## config.mk

```make
export PLATFORM = sky130hd
export DESIGN_NAME = rpsel_top
export DESIGN_NICKNAME = d
export VERILOG_FILES = /design/src/logic/rpsel_pkg.sv /design/src/logic/rpsel_in_mux.sv /design/src/logic/rpsel_out_mux.sv /design/src/logic/rpsel_top.sv
export SDC_FILE = /design/constraint.sdc
export NUM_CORES = 1
export LEC_CHECK = 0
export BUFFER_PORTS_ARGS = -buffer_cell sky130_fd_sc_hd__buf_2
export CAP_MARGIN = 20
export CORE_ASPECT_RATIO = 1.4
export CORE_MARGIN = 2
export CORE_UTILIZATION = 59
export DETAILED_ROUTE_END_ITERATION = 8
export HOLD_SLACK_MARGIN = 0.12
export PLACE_DENSITY_LB_ADDON = 0.2
export SYNTH_ARGS = -nofsm -noshare
export SYNTH_HDL_FRONTEND = slang
export SYNTH_SLANG_ARGS = --single-unit
```

## constraint.sdc

```tcl
create_clock -name pclk -period 3.6 [get_ports pclk]
set_clock_uncertainty 0.05 [all_clocks]
set_input_delay 0.18 -clock pclk [delete_from_list [all_inputs] [get_ports pclk]]
set_output_delay 0.18 -clock pclk [all_outputs]
set_load 0.02 [all_outputs]
```

## src/logic/rpsel_pkg.sv

```systemverilog
// Purpose: Shared constants of the remappable pin select block.
// Assumes: APB slave with 32-bit data, one aligned word per register.
// Notes: Selector registers are 16 bits wide and sit in the low half of the word.
package rpsel_pkg;

    // --------------------------------------------------------------
    // Sizes
    // --------------------------------------------------------------
    localparam int FIELD_W = 6;
    localparam int PIN_COUNT = 64;
    localparam int PERIPH_COUNT = 64;
    localparam int REG_W = 16;
    localparam int NUM_REGS = 6;
    localparam int NUM_IN_REGS = 4;
    localparam int NUM_IN_SEL = 8;
    localparam int NUM_OUT_SEL = 4;
    localparam int ADDR_W = 8;
    localparam int DATA_W = 32;
    localparam int IDX_W = 3;

    // --------------------------------------------------------------
    // Register map (byte address = index * 4)
    // --------------------------------------------------------------
    localparam logic [IDX_W-1:0] CAPTURE34_INPUT_SELECT_IDX = 3'h0;
    localparam logic [IDX_W-1:0] CAPTURE56_INPUT_SELECT_IDX = 3'h1;
    localparam logic [IDX_W-1:0] UART_FOUR_INPUT_SELECT_IDX = 3'h2;
    localparam logic [IDX_W-1:0] SPI_THREE_INPUT_SELECT_IDX = 3'h3;
    localparam logic [IDX_W-1:0] PINS_20_21_OUTPUT_SELECT_IDX = 3'h4;
    localparam logic [IDX_W-1:0] PINS_22_23_OUTPUT_SELECT_IDX = 3'h5;
    localparam int IDX_LSB = 2;

    // --------------------------------------------------------------
    // Field layout and reset values
    // --------------------------------------------------------------
    localparam int HI_FIELD_LSB = 8;
    localparam int LO_FIELD_LSB = 0;
    localparam logic [REG_W-1:0] IMPL_MASK = 16'h3F3F;
    localparam logic [REG_W-1:0] RST_IN_SEL = 16'h3F3F;
    localparam logic [REG_W-1:0] RST_OUT_SEL = 16'h0000;
    localparam logic [FIELD_W-1:0] IN_UNASSIGNED = 6'h3F;
    localparam logic [FIELD_W-1:0] OUT_NULL = 6'h00;
    localparam logic IN_IDLE_LEVEL = 1'b0;

endpackage

```

## src/logic/rpsel_in_mux.sv

```systemverilog
// Purpose: Picks one synchronised pin for one peripheral input.
// Assumes: Pins are already in the pclk domain.
// Notes: The all-ones code leaves the input unassigned at its idle level.
module rpsel_in_mux (
    // Pins and selector
    input wire logic [rpsel_pkg::PIN_COUNT-1:0] pins,
    input wire logic [rpsel_pkg::FIELD_W-1:0] sel,
    // Peripheral input
    output logic y
);

    // --------------------------------------------------------------
    // Selection
    // --------------------------------------------------------------
    // Unassigned code wins over the pin of the same number
    wire unassigned = (sel == rpsel_pkg::IN_UNASSIGNED);
    assign y = unassigned ? rpsel_pkg::IN_IDLE_LEVEL : pins[sel];

endmodule

```

## src/logic/rpsel_out_mux.sv

```systemverilog
// Purpose: Picks one numbered peripheral output for one remappable pin.
// Assumes: Peripheral outputs come from pclk logic.
// Notes: Number zero means no peripheral, so the pin is not driven.
module rpsel_out_mux (
    // Peripheral outputs and selector
    input wire logic [rpsel_pkg::PERIPH_COUNT-1:0] periph,
    input wire logic [rpsel_pkg::FIELD_W-1:0] sel,
    // Pin drive
    output logic val,
    output logic drive
);

    // --------------------------------------------------------------
    // Selection
    // --------------------------------------------------------------
    // Undriven pin still shows a defined low on its data line
    assign drive = (sel != rpsel_pkg::OUT_NULL);
    assign val = drive ? periph[sel] : 1'b0;

endmodule

```

## src/logic/rpsel_top.sv

```systemverilog
// Purpose: Remappable pin select: pins to peripheral inputs, peripheral outputs to pins 20-23.
// Assumes: pclk at 40 MHz, async active-low presetn, APB with one wait-free registered answer.
// Notes: Everything freezes while ce is low, including a pending APB answer.
//
// The APB slave port and the placing of the registers were chosen for this implementation.
module rpsel_top (
    // Clock, reset, enable
    input wire logic pclk,
    input wire logic presetn,
    input wire logic ce,
    // APB slave
    input wire logic psel,
    input wire logic penable,
    input wire logic pwrite,
    input wire logic [rpsel_pkg::ADDR_W-1:0] paddr,
    input wire logic [rpsel_pkg::DATA_W-1:0] pwdata,
    input wire logic [3:0] pstrb,
    output logic [rpsel_pkg::DATA_W-1:0] prdata,
    output logic pready,
    output logic pslverr,
    // Remappable pins, asynchronous to pclk
    input wire logic [rpsel_pkg::PIN_COUNT-1:0] remappable_pin,
    // Numbered peripheral outputs, same clock
    input wire logic [rpsel_pkg::PERIPH_COUNT-1:0] periph_out,
    // Peripheral inputs
    output logic capture_channel_three,
    output logic capture_channel_four,
    output logic capture_channel_five,
    output logic capture_channel_six,
    output logic uart_four_receive,
    output logic uart_four_clear_to_send,
    output logic spi_three_data_in,
    output logic spi_three_clock_in,
    // Pins 20 to 23, bit 0 is pin 20
    output logic [3:0] remap_pin_out,
    output logic [3:0] remap_pin_oe_n
);

    // --------------------------------------------------------------
    // Storage
    // --------------------------------------------------------------
    logic [rpsel_pkg::REG_W-1:0] reg_q [0:rpsel_pkg::NUM_REGS-1];
    logic [rpsel_pkg::PIN_COUNT-1:0] pin_s1_q;
    logic [rpsel_pkg::PIN_COUNT-1:0] pin_s2_q;
    logic [rpsel_pkg::NUM_IN_SEL-1:0] in_q;
    logic [rpsel_pkg::NUM_IN_SEL-1:0] in_d;
    logic [rpsel_pkg::NUM_OUT_SEL-1:0] out_q;
    logic [rpsel_pkg::NUM_OUT_SEL-1:0] out_d;
    logic [rpsel_pkg::NUM_OUT_SEL-1:0] oe_n_q;
    logic [rpsel_pkg::NUM_OUT_SEL-1:0] drive_d;
    logic [rpsel_pkg::DATA_W-1:0] prdata_q;
    logic pready_q;
    logic pslverr_q;
    logic [rpsel_pkg::FIELD_W-1:0] in_sel [0:rpsel_pkg::NUM_IN_SEL-1];
    logic [rpsel_pkg::FIELD_W-1:0] out_sel [0:rpsel_pkg::NUM_OUT_SEL-1];

    // --------------------------------------------------------------
    // APB decode
    // --------------------------------------------------------------
    // Registers sit on word boundaries; anything else is refused
    wire [rpsel_pkg::IDX_W-1:0] idx = paddr[rpsel_pkg::IDX_LSB +: rpsel_pkg::IDX_W];
    wire aligned = (paddr[rpsel_pkg::IDX_LSB-1:0] == 2'h0);
    wire upper_zero = (paddr[rpsel_pkg::ADDR_W-1:rpsel_pkg::IDX_LSB+rpsel_pkg::IDX_W] == 3'h0);
    wire in_range = (idx <= rpsel_pkg::PINS_22_23_OUTPUT_SELECT_IDX);
    wire hit = aligned && upper_zero && in_range;
    wire [rpsel_pkg::IDX_W-1:0] safe_idx = hit ? idx : rpsel_pkg::CAPTURE34_INPUT_SELECT_IDX;
    wire setup_ph = psel && !penable && !pready_q;
    wire access_done = psel && penable && pready_q;
    wire wr_en = access_done && pwrite && hit;

    // Byte enables cover only the two low lanes that hold the register
    wire [rpsel_pkg::REG_W-1:0] strb_mask = {{8{pstrb[1]}}, {8{pstrb[0]}}};
    wire [rpsel_pkg::REG_W-1:0] merged = (reg_q[safe_idx] & ~strb_mask) | (pwdata[rpsel_pkg::REG_W-1:0] & strb_mask);
    wire [rpsel_pkg::REG_W-1:0] reg_d = merged & rpsel_pkg::IMPL_MASK;
    wire [rpsel_pkg::DATA_W-1:0] rd_val = hit ? {16'h0000, reg_q[safe_idx]} : 32'h0000_0000;

    // --------------------------------------------------------------
    // Selector registers
    // --------------------------------------------------------------
    // Reset loads constants only; write lands at the access edge
    always_ff @(posedge pclk or negedge presetn) begin
        if (!presetn) begin
            for (int i = 0; i < rpsel_pkg::NUM_REGS; i++) begin
                reg_q[i] <= (i < rpsel_pkg::NUM_IN_REGS) ? rpsel_pkg::RST_IN_SEL : rpsel_pkg::RST_OUT_SEL;
            end
        end else if (ce && wr_en) begin
            reg_q[safe_idx] <= reg_d;
        end
    end

    // --------------------------------------------------------------
    // APB answer
    // --------------------------------------------------------------
    // Answer prepared in setup so every bus output leaves a flop
    always_ff @(posedge pclk or negedge presetn) begin
        if (!presetn) begin
            pready_q <= 1'b0;
            pslverr_q <= 1'b0;
            prdata_q <= 32'h0000_0000;
        end else if (ce) begin
            if (setup_ph) begin
                pready_q <= 1'b1;
                pslverr_q <= !hit;
                prdata_q <= pwrite ? 32'h0000_0000 : rd_val;
            end else if (access_done) begin
                pready_q <= 1'b0;
                pslverr_q <= 1'b0;
                prdata_q <= 32'h0000_0000;
            end
        end
    end

    assign prdata = prdata_q;
    assign pready = pready_q;
    assign pslverr = pslverr_q;

    // --------------------------------------------------------------
    // Pin synchroniser
    // --------------------------------------------------------------
    // Only the second stage feeds the input selectors
    always_ff @(posedge pclk or negedge presetn) begin
        if (!presetn) begin
            pin_s1_q <= 64'h0000_0000_0000_0000;
            pin_s2_q <= 64'h0000_0000_0000_0000;
        end else if (ce) begin
            pin_s1_q <= remappable_pin;
            pin_s2_q <= pin_s1_q;
        end
    end

    // --------------------------------------------------------------
    // Input selectors
    // --------------------------------------------------------------
    // Even index takes the low field, odd index the high field
    for (genvar k = 0; k < rpsel_pkg::NUM_IN_SEL; k++) begin : g_in
        localparam int R = k / 2;
        localparam int L = (k % 2 == 1) ? rpsel_pkg::HI_FIELD_LSB : rpsel_pkg::LO_FIELD_LSB;
        assign in_sel[k] = reg_q[R][L +: rpsel_pkg::FIELD_W];
        rpsel_in_mux u_in (
            .pins(pin_s2_q),
            .sel(in_sel[k]),
            .y(in_d[k])
        );
    end

    // --------------------------------------------------------------
    // Output selectors
    // --------------------------------------------------------------
    // Pin 20 + k follows register four plus k / 2
    for (genvar k = 0; k < rpsel_pkg::NUM_OUT_SEL; k++) begin : g_out
        localparam int R = rpsel_pkg::NUM_IN_REGS + k / 2;
        localparam int L = (k % 2 == 1) ? rpsel_pkg::HI_FIELD_LSB : rpsel_pkg::LO_FIELD_LSB;
        assign out_sel[k] = reg_q[R][L +: rpsel_pkg::FIELD_W];
        rpsel_out_mux u_out (
            .periph(periph_out),
            .sel(out_sel[k]),
            .val(out_d[k]),
            .drive(drive_d[k])
        );
    end

    // --------------------------------------------------------------
    // Registered routing
    // --------------------------------------------------------------
    // One flop stage keeps all outputs glitch free at a cycle of latency
    always_ff @(posedge pclk or negedge presetn) begin
        if (!presetn) begin
            in_q <= 8'h00;
            out_q <= 4'h0;
            oe_n_q <= 4'hF;
        end else if (ce) begin
            in_q <= in_d;
            out_q <= out_d;
            oe_n_q <= ~drive_d;
        end
    end

    // Named peripheral inputs and pin drives
    assign capture_channel_three = in_q[0];
    assign capture_channel_four = in_q[1];
    assign capture_channel_five = in_q[2];
    assign capture_channel_six = in_q[3];
    assign uart_four_receive = in_q[4];
    assign uart_four_clear_to_send = in_q[5];
    assign spi_three_data_in = in_q[6];
    assign spi_three_clock_in = in_q[7];
    assign remap_pin_out = out_q;
    assign remap_pin_oe_n = oe_n_q;

    // --------------------------------------------------------------
    // Assertions
    // --------------------------------------------------------------
    capture3_route_a: assert property (@(posedge pclk) disable iff (!presetn)
        (ce && reg_q[0][5:0] != rpsel_pkg::IN_UNASSIGNED)
        |=> capture_channel_three == $past(pin_s2_q[reg_q[0][5:0]]))
        else $error("capture three not following selected pin");

    capture4_route_a: assert property (@(posedge pclk) disable iff (!presetn)
        (ce && reg_q[0][13:8] != rpsel_pkg::IN_UNASSIGNED)
        |=> capture_channel_four == $past(pin_s2_q[reg_q[0][13:8]]))
        else $error("capture four not following selected pin");

    capture6_route_a: assert property (@(posedge pclk) disable iff (!presetn)
        (ce && reg_q[1][13:8] != rpsel_pkg::IN_UNASSIGNED)
        |=> capture_channel_six == $past(pin_s2_q[reg_q[1][13:8]]))
        else $error("capture six not following selected pin");

    uart_cts_route_a: assert property (@(posedge pclk) disable iff (!presetn)
        (ce && reg_q[2][13:8] != rpsel_pkg::IN_UNASSIGNED)
        |=> uart_four_clear_to_send == $past(pin_s2_q[reg_q[2][13:8]]))
        else $error("uart four cts not following selected pin");

    spi_clock_route_a: assert property (@(posedge pclk) disable iff (!presetn)
        (ce && reg_q[3][13:8] != rpsel_pkg::IN_UNASSIGNED)
        |=> spi_three_clock_in == $past(pin_s2_q[reg_q[3][13:8]]))
        else $error("spi three clock not following selected pin");

    pin21_drive_a: assert property (@(posedge pclk) disable iff (!presetn)
        ce |=> (remap_pin_oe_n[1] == ($past(reg_q[4][13:8]) == rpsel_pkg::OUT_NULL))
        && (remap_pin_oe_n[1] || remap_pin_out[1] == $past(periph_out[reg_q[4][13:8]])))
        else $error("pin 21 drive does not match its selector");

    pin22_drive_a: assert property (@(posedge pclk) disable iff (!presetn)
        ce |=> (remap_pin_oe_n[2] == ($past(reg_q[5][5:0]) == rpsel_pkg::OUT_NULL))
        && (remap_pin_oe_n[2] || remap_pin_out[2] == $past(periph_out[reg_q[5][5:0]])))
        else $error("pin 22 drive does not match its selector");

    reserved_read_a: assert property (@(posedge pclk) disable iff (!presetn)
        pready_q |-> (prdata_q[31:14] == 18'h00000) && (prdata_q[7:6] == 2'h0))
        else $error("unimplemented bits read as nonzero");

    reset_value_a: assert property (@(posedge pclk) disable iff (!presetn)
        $rose(presetn) |-> reg_q[0] == rpsel_pkg::RST_IN_SEL && reg_q[1] == rpsel_pkg::RST_IN_SEL
        && reg_q[2] == rpsel_pkg::RST_IN_SEL && reg_q[3] == rpsel_pkg::RST_IN_SEL
        && reg_q[4] == rpsel_pkg::RST_OUT_SEL && reg_q[5] == rpsel_pkg::RST_OUT_SEL)
        else $error("selector reset value wrong");

    write_lands_a: assert property (@(posedge pclk) disable iff (!presetn)
        (ce && wr_en && pstrb[1:0] == 2'h3) |=> reg_q[$past(safe_idx)] == ($past(pwdata[15:0]) & rpsel_pkg::IMPL_MASK))
        else $error("register write did not land");

    answer_pulse_a: assert property (@(posedge pclk) disable iff (!presetn)
        (ce && setup_ph) |=> pready_q ##1 (!pready_q || !ce))
        else $error("apb answer not a single cycle");

    // --------------------------------------------------------------
    // Remaining routes, answers and freeze
    // --------------------------------------------------------------
    // Low field of the second capture register
    capture5_route_a: assert property (@(posedge pclk) disable iff (!presetn)
        (ce && in_sel[2] != rpsel_pkg::IN_UNASSIGNED)
        |=> capture_channel_five == $past(pin_s2_q[in_sel[2]]))
        else $error("capture five not following selected pin");

    // Receive line of the fourth serial port
    uart_rx_route_a: assert property (@(posedge pclk) disable iff (!presetn)
        (ce && in_sel[4] != rpsel_pkg::IN_UNASSIGNED)
        |=> uart_four_receive == $past(pin_s2_q[in_sel[4]]))
        else $error("uart four rx not following selected pin");

    // Data line of the third SPI
    spi_data_route_a: assert property (@(posedge pclk) disable iff (!presetn)
        (ce && in_sel[6] != rpsel_pkg::IN_UNASSIGNED)
        |=> spi_three_data_in == $past(pin_s2_q[in_sel[6]]))
        else $error("spi three data not following selected pin");

    // Pin 20 enable and level follow the low field
    pin20_drive_a: assert property (@(posedge pclk) disable iff (!presetn)
        ce |=> (remap_pin_oe_n[0] == ($past(out_sel[0]) == rpsel_pkg::OUT_NULL))
        && (remap_pin_oe_n[0] || remap_pin_out[0] == $past(periph_out[out_sel[0]])))
        else $error("pin 20 drive does not match its selector");

    // Pin 23 enable and level follow the high field
    pin23_drive_a: assert property (@(posedge pclk) disable iff (!presetn)
        ce |=> (remap_pin_oe_n[3] == ($past(out_sel[3]) == rpsel_pkg::OUT_NULL))
        && (remap_pin_oe_n[3] || remap_pin_out[3] == $past(periph_out[out_sel[3]])))
        else $error("pin 23 drive does not match its selector");

    // Unassigned code must give the idle level, never pin 63
    unassigned_idle_a: assert property (@(posedge pclk) disable iff (!presetn)
        (ce && in_sel[1] == rpsel_pkg::IN_UNASSIGNED)
        |=> capture_channel_four == rpsel_pkg::IN_IDLE_LEVEL)
        else $error("unassigned capture four not at idle level");

    // Refused address flags an error and leaks no data
    refused_answer_a: assert property (@(posedge pclk) disable iff (!presetn)
        (ce && setup_ph && !hit)
        |=> pslverr_q && prdata_q == 32'h0000_0000)
        else $error("refused access answered without error");

    // Stored reserved bits stay zero after any write
    reserved_store_a: assert property (@(posedge pclk) disable iff (!presetn)
        (ce && wr_en)
        |=> (reg_q[$past(safe_idx)] & ~rpsel_pkg::IMPL_MASK) == 16'h0000)
        else $error("unimplemented bits stored by a write");

    // Reset leaves every route quiet and no pin driven
    reset_outputs_a: assert property (@(posedge pclk) disable iff (!presetn)
        $rose(presetn)
        |-> in_q == '0 && out_q == '0 && oe_n_q == '1 && !pready_q)
        else $error("outputs not quiet after reset");

    // Enable low must hold every routing flop and the pready flop
    ce_freeze_a: assert property (@(posedge pclk) disable iff (!presetn)
        !ce
        |=> $stable(in_q) && $stable(out_q) && $stable(oe_n_q) && $stable(pready_q))
        else $error("state moved while clock enable low");

endmodule

```

Yosys cells after proc, flatten, opt, wreduce, memory -nomap -nowiden
Index checks and enable logic that the tools add are counted.
{ "totals": {"ff_bits": 274, "in_bits": 178, "output_inout_bits": 50, "word_cells": 114} }
{ "op_classes": {"order_cmp": 15, "n_eq_ne": 8, "mux": 50, "n_bitwise": 6, "n_reduce_logical": 21} }
{ "op_table": {"columns": ["operator", "count"], "rows": [
  ["bitwise mux 96 bit", 1],
  ["less-than comparator 6 x 7 -> 1 bit, second input constant", 12],
  ["two-way mux 16 bit", 5],
  ["binary-select mux 1 bit (select 6 bit)", 12],
  ["two-way mux 32 bit", 2],
  ["binary-select mux 16 bit (select 3 bit)", 1],
  ["demux 16 bit (select 3 bit)", 1],
  ["== test 6 bit, second input constant", 8],
  ["bitwise AND 14 bit", 2],
  ["two-way mux 1 bit", 27],
  ["nonzero test 6 bit", 4],
  ["inverter 14 bit", 1],
  ["OR 14 bit", 1],
  ["logical AND 1 bit", 10],
  ["greater-or-equal comparator 4 bit, second input constant", 1],
  ["less-than comparator 4 x 1 -> 1 bit, second input constant", 1],
  ["inverter 3 -> 4 bit", 1],
  ["inverter 4 bit", 1],
  ["less-or-equal comparator 3 bit, second input constant", 1],
  ["logical NOT 1 bit", 3],
  ["logical NOT 3 bit", 1],
  ["two-way mux 3 bit", 1],
  ["logical NOT 2 bit", 1],
  ["AND reduction 2 bit", 1],
  ["nonzero test 2 bit", 1]
]} }

Logic depth before layout (Yosys ltp)
{ "depth": {"ltp_word": 11, "mapped_depth": 8, "ltp_nobuf": 5} }

Modules after synthesis
A second synthesis with hierarchy kept.
{ "unflattened": {"hier_cells": 1448, "hier_area_um2": 17585.6} }
{ "by_module_without_submodules": {"columns": ["mod", "n_inst", "cells_per_inst", "area_each_um2", "seq_area_each_um2"], "rows": [
  ["rpsel_top", 1, 748, 10133.5, 5820.6],
  ["rpsel_in_mux", 8, 66, 640.6, 0.0],
  ["rpsel_out_mux", 4, 43, 581.8, 0.0]
]} }

Worst setup path before layout
OpenSTA, ideal clock, no wires.
{ "synth_path": {"kind": "flip-flop to flip-flop", "start": "register reg_q (netlist bit in_sel[36])", "end": "register in_q[1] (netlist name)", "setup_time_ps": 120, "arrival_time_ps": 2274, "required_time_ps": 3430, "setup_slack_ps": 1156, "path_stages_with_launch": 8, "n_path_buf": 2, "synth_period_minus_slack_ps": 2444, "cell_sequence": "dfstp_2 buf_2 buf_4 mux4_2 mux4_2 o21ai_0 a211oi_1 a31o_2"} }
{ "synth_between": {"elab_chain_len": 3, "word_cells_on_any_way": 4, "classes_between": "eq/ne (1); mux (3)"} }
{ "synth_lines": {"columns": ["element", "line_no", "rtl"], "rows": [
  ["start, declared", "rpsel_top.sv:42", "logic [rpsel_pkg::REG_W-1:0] reg_q [0:rpsel_pkg::NUM_REGS-1];"],
  ["start signal, assigned by index", "rpsel_top.sv:84", "reg_q[i] <= (i < rpsel_pkg::NUM_IN_REGS) ? rpsel_pkg::RST_IN_SEL : rpsel_pkg::RST_OUT_SEL;"],
  ["start signal, assigned by index", "rpsel_top.sv:87", "reg_q[safe_idx] <= reg_d;"],
  ["binary-select mux 1 bit (select 6 bit)", "rpsel_in_mux.sv:17", "assign y = unassigned ? rpsel_pkg::IN_IDLE_LEVEL : pins[sel];"],
  ["two-way mux 1 bit (implied by the code)", "rpsel_in_mux.sv:17", null],
  ["two-way mux 1 bit (*)", "rpsel_in_mux.sv:17", null],
  ["end signal, assigned", "rpsel_top.sv:172", "in_q <= in_d;"],
  ["end, declared", "rpsel_top.sv:45", "logic [rpsel_pkg::NUM_IN_SEL-1:0] in_q;"]
]} }
Mark *: on every way between the ends. The rest lies on a longest branch, timed or not. The select of a mux whose other input is x is not followed.
A chain may end at the register's enable or synchronous reset.

Worst setup path in the final report
{ "layout_path": {"start": "register reg_q (netlist bit out_sel[12])", "end": "register out_q (netlist bit remap_pin_out[1])"} }
{ "layout_between": {"elab_chain_len": 3, "word_cells_on_any_way": 4, "classes_between": "mux (3); reduce/logical (1)"} }
{ "layout_lines": {"columns": ["element", "line_no", "rtl"], "rows": [
  ["binary-select mux 1 bit (select 6 bit)", "rpsel_out_mux.sv:18", "assign val = drive ? periph[sel] : 1'b0;"],
  ["two-way mux 1 bit (implied by the code)", "rpsel_out_mux.sv:18", null],
  ["two-way mux 1 bit (*)", "rpsel_out_mux.sv:18", null],
  ["end signal, assigned", "rpsel_top.sv:173", "out_q <= out_d;"],
  ["end, declared", "rpsel_top.sv:47", "logic [rpsel_pkg::NUM_OUT_SEL-1:0] out_q;"]
]} }
Marks and branches as above.

==> qor.yml <==
drt:
  detail_route.wl_per_cell_um: 26.6
  dr.pass1.iters: 5
  num_vias: 13692
  drt_iter0_drc: 1085
  via_per_inst: 6.83
  wirelength_um: 53200
  final_antenna_net_count: 0
  drcViolationCount: 0
finish:
  final_layout_size_suffix_gt1_share_pct: 37.1
  multi_input_area_mm2: 0.00976
  post-route-cell-area_mm2: 0.0188
  layout.nets: 1795
  seq_area_mm2: 0.00577
  area_delta_synth_final_pct: 14.8
  nFillCells: 2079
placed_design:
  hpwlAfterDp_um: 37300
  port_buffers: 184
  place_congestion: 1.02
  dpl_cell_area_mm2: 0.0172
  dp_slack_ps: 850
global_route:
  grt_max_degree: 145
  track_usage_pct: 37.2
  grt_pass1_vias: 14042
  grt_overflow: 0
  antenna_found_initial: 3
  grt_pass1_wl_um: 81400
setup_path:
  timing_worst_setup_path_type: "flop to flop"
  critPathArrivalTime_ps: 3100
  cp-start-kind: "flop"
  worstPathCellList: "buf_4 > mux4_2 > mux2_2 > nand2_1 > a221oi_1 > a311o_1"
  max_stage_delay_ps: 970
  crit_path_max_fanout: 17
  slowest_stage: "dfrtp_1"
  worstPathRequired_ps: 3970
  end_kind: "flop"
logic_synthesis:
  synthTopCellsByArea: "dfrtp_1 27%, mux4_2 18%, mux2_2 10%"
  ys_ff_latch: 228
  ys_seq_area_share_pct: 35.3
  synthArstFlopShare_pct: 100
  syn_area_per_cell_um2: 11.2
  synth.largest_area_cell: "dfrtp_1"
  synth_edf_count: 0
  ys_warn_count: 0
  syn_area_mm2: 0.0164
  synth_top_area_share_pct: 26.9
  ys.flop_type: "dfrtp_1"
  synth_cells: 1455
  synth.most_common_cell: "dfrtp_1"
  ys_top_cells_by_count: "176 x dfrtp_1, 149 x mux2_2, 134 x mux4_2"
  synth_cell_types: 59
pwr:
  p_leak_nw: 6.90
  pwr_density_cell_mw_per_mm2: 367
  ir_worst_vdd_v: 0.000487
  power.total_mw: 6.90
timing:
  slew_headroom_pct: 36.6
  finalCritPeriodShare_pct: 75.6
  min_period_ps: 2720
  finalSetupViolCount: 0
  slew_viol_final: 0
  rsz0062_at_grt: "false"
  max_freq_ghz: 0.367
  hold_slack_ps: 152
  tns_ps: 0
  finalHoldViolCount: 0
  setup_slack_ps: 878
  worst_pin_slew_ps: 950
run:
  cap_violations: 0
clock_network:
  clkSinkCount: 228
  numCtsBuffers: 23
  cts_max_level: 1
  cts-root-buf: "clkbuf_16"
  cts_tree: "built"
  insertion_delay_ps: 540
  clk_path_buf_depth: 3
  cts.clk_slew.worst_paths_ps: 70
worst_hold_path:
  hold_class: "input pin to flop"
floorplanning:
  row_count: 72
  die_w_um: 145
  dieArea_mm2: 0.0291
  core_area_mm2: 0.0275
  die_h_um: 201
  pin_count: 228
  start_util_pct: 59.5
run_status:
  status: "finished clean"
==> flip-flops by register name, summed over array words and instances (netlist names) <==
signal,flops
pin_s2_q,63
pin_s1_q,63
in_q,8
out_sel,24
remap_pin_out,4
in_sel,48
prdata,12
pready,1
remap_pin_oe_n,4
pslverr,1
==> area by class of cell <==
type	count	share of cell area, %
clock inverters	9	0.606
flip-flops and latches	228	30.7
inverters	20	0.400
multi-input cells	1055	52.0
clock buffers	33	3.48
repair buffers	289	10.4
diodes	1	0.0133
well taps	370	2.46
==> cells by family (layout without fill, tap and decap cells) <==
kind of cell,after synthesis,in the layout,synth area share (%)
muxes,407,407,36.3
AOI/OAI and AO/OA,322,322,13.4
buffers and inverters,191,351,5.51
and+or+nand+nor,306,306,9.52
DFF,228,228,35.3
other,1,21,0.0229
==> cells in the final DEF (no fill, tap or decap), types with 52 or more instances in the layout <==
| master | instances |
|---|---|
| buf_2 | 182 |
| dfrtp_1 | 176 |
| dfstp_2 | 52 |
| dlygate4sd3_1 | 80 |
| mux2_2 | 149 |
| mux2i_1 | 124 |
| mux4_2 | 134 |
| nand2_1 | 92 |
| nor2_1 | 54 |
| nor2b_1 | 56 |
| o21ai_0 | 107 |
==> routing by layer <==
metal	global-route usage, %	part of all wire, %	up-vias
met2	60.2	48	785
met5	0	0.049	-
li1	-	-	5951
met1	41.6	33	6655
met3	7.90	8.3	297
met4	30.7	11	4
==> through the flow <==
stage          util (%)  std cells
2_1_floorplan         -       1474
3_3_place_gp       62.7       1882
3_5_place_dp       62.7       1882
4_1_cts            68.4       2004
5_1_grt            68.4       2004
6_report           68.4       2005
==> repair_timing <==
item / in CTS / in global routing
buffers inserted: 0 / 0
hold buffers: 80 / 0
endpoints found under the hold margin: 198 / 0
gates resized for setup: 0 / 0
==> critical path: cells and delay by family, from the launching register on <==
kind | cells | cell delay, ps
AND/OR/NAND/NOR | 1 | 90
multiplexers | 2 | 790
AO/OA/AOI/OAI | 2 | 360
flip-flops | 1 | 970
buffers and inverters | 1 | 350
==> power breakdown <==
part | internal [mW] | leakage, nW | switching [mW]
clock network | 1.42 | 0.370 | 1.03
logic | 0.719 | 3.83 | 0.547
registers | 2.76 | 2.70 | 0.426
==> path summary, 6_finish.rpt <==
| path | cells past startpoint | start | to | slack (ps) |
|---|---|---|---|---|
| min in group asynchronous | 2 | presetn | pin_s1_q[14] | 170 |
| worst min register to register | 2 | prdata[9] | prdata[9] | 420 |
| max in group asynchronous | 3 | presetn | prdata[10] | 2290 |
| worst max register to register | 6 | out_sel[12] | remap_pin_out[1] | 880 |
| worst max-delay path | 6 | out_sel[12] | remap_pin_out[1] | 880 |
| worst min-delay path | 4 | pstrb[0] | in_sel[21] | 150 |
(Power assumes the default switching activity.)
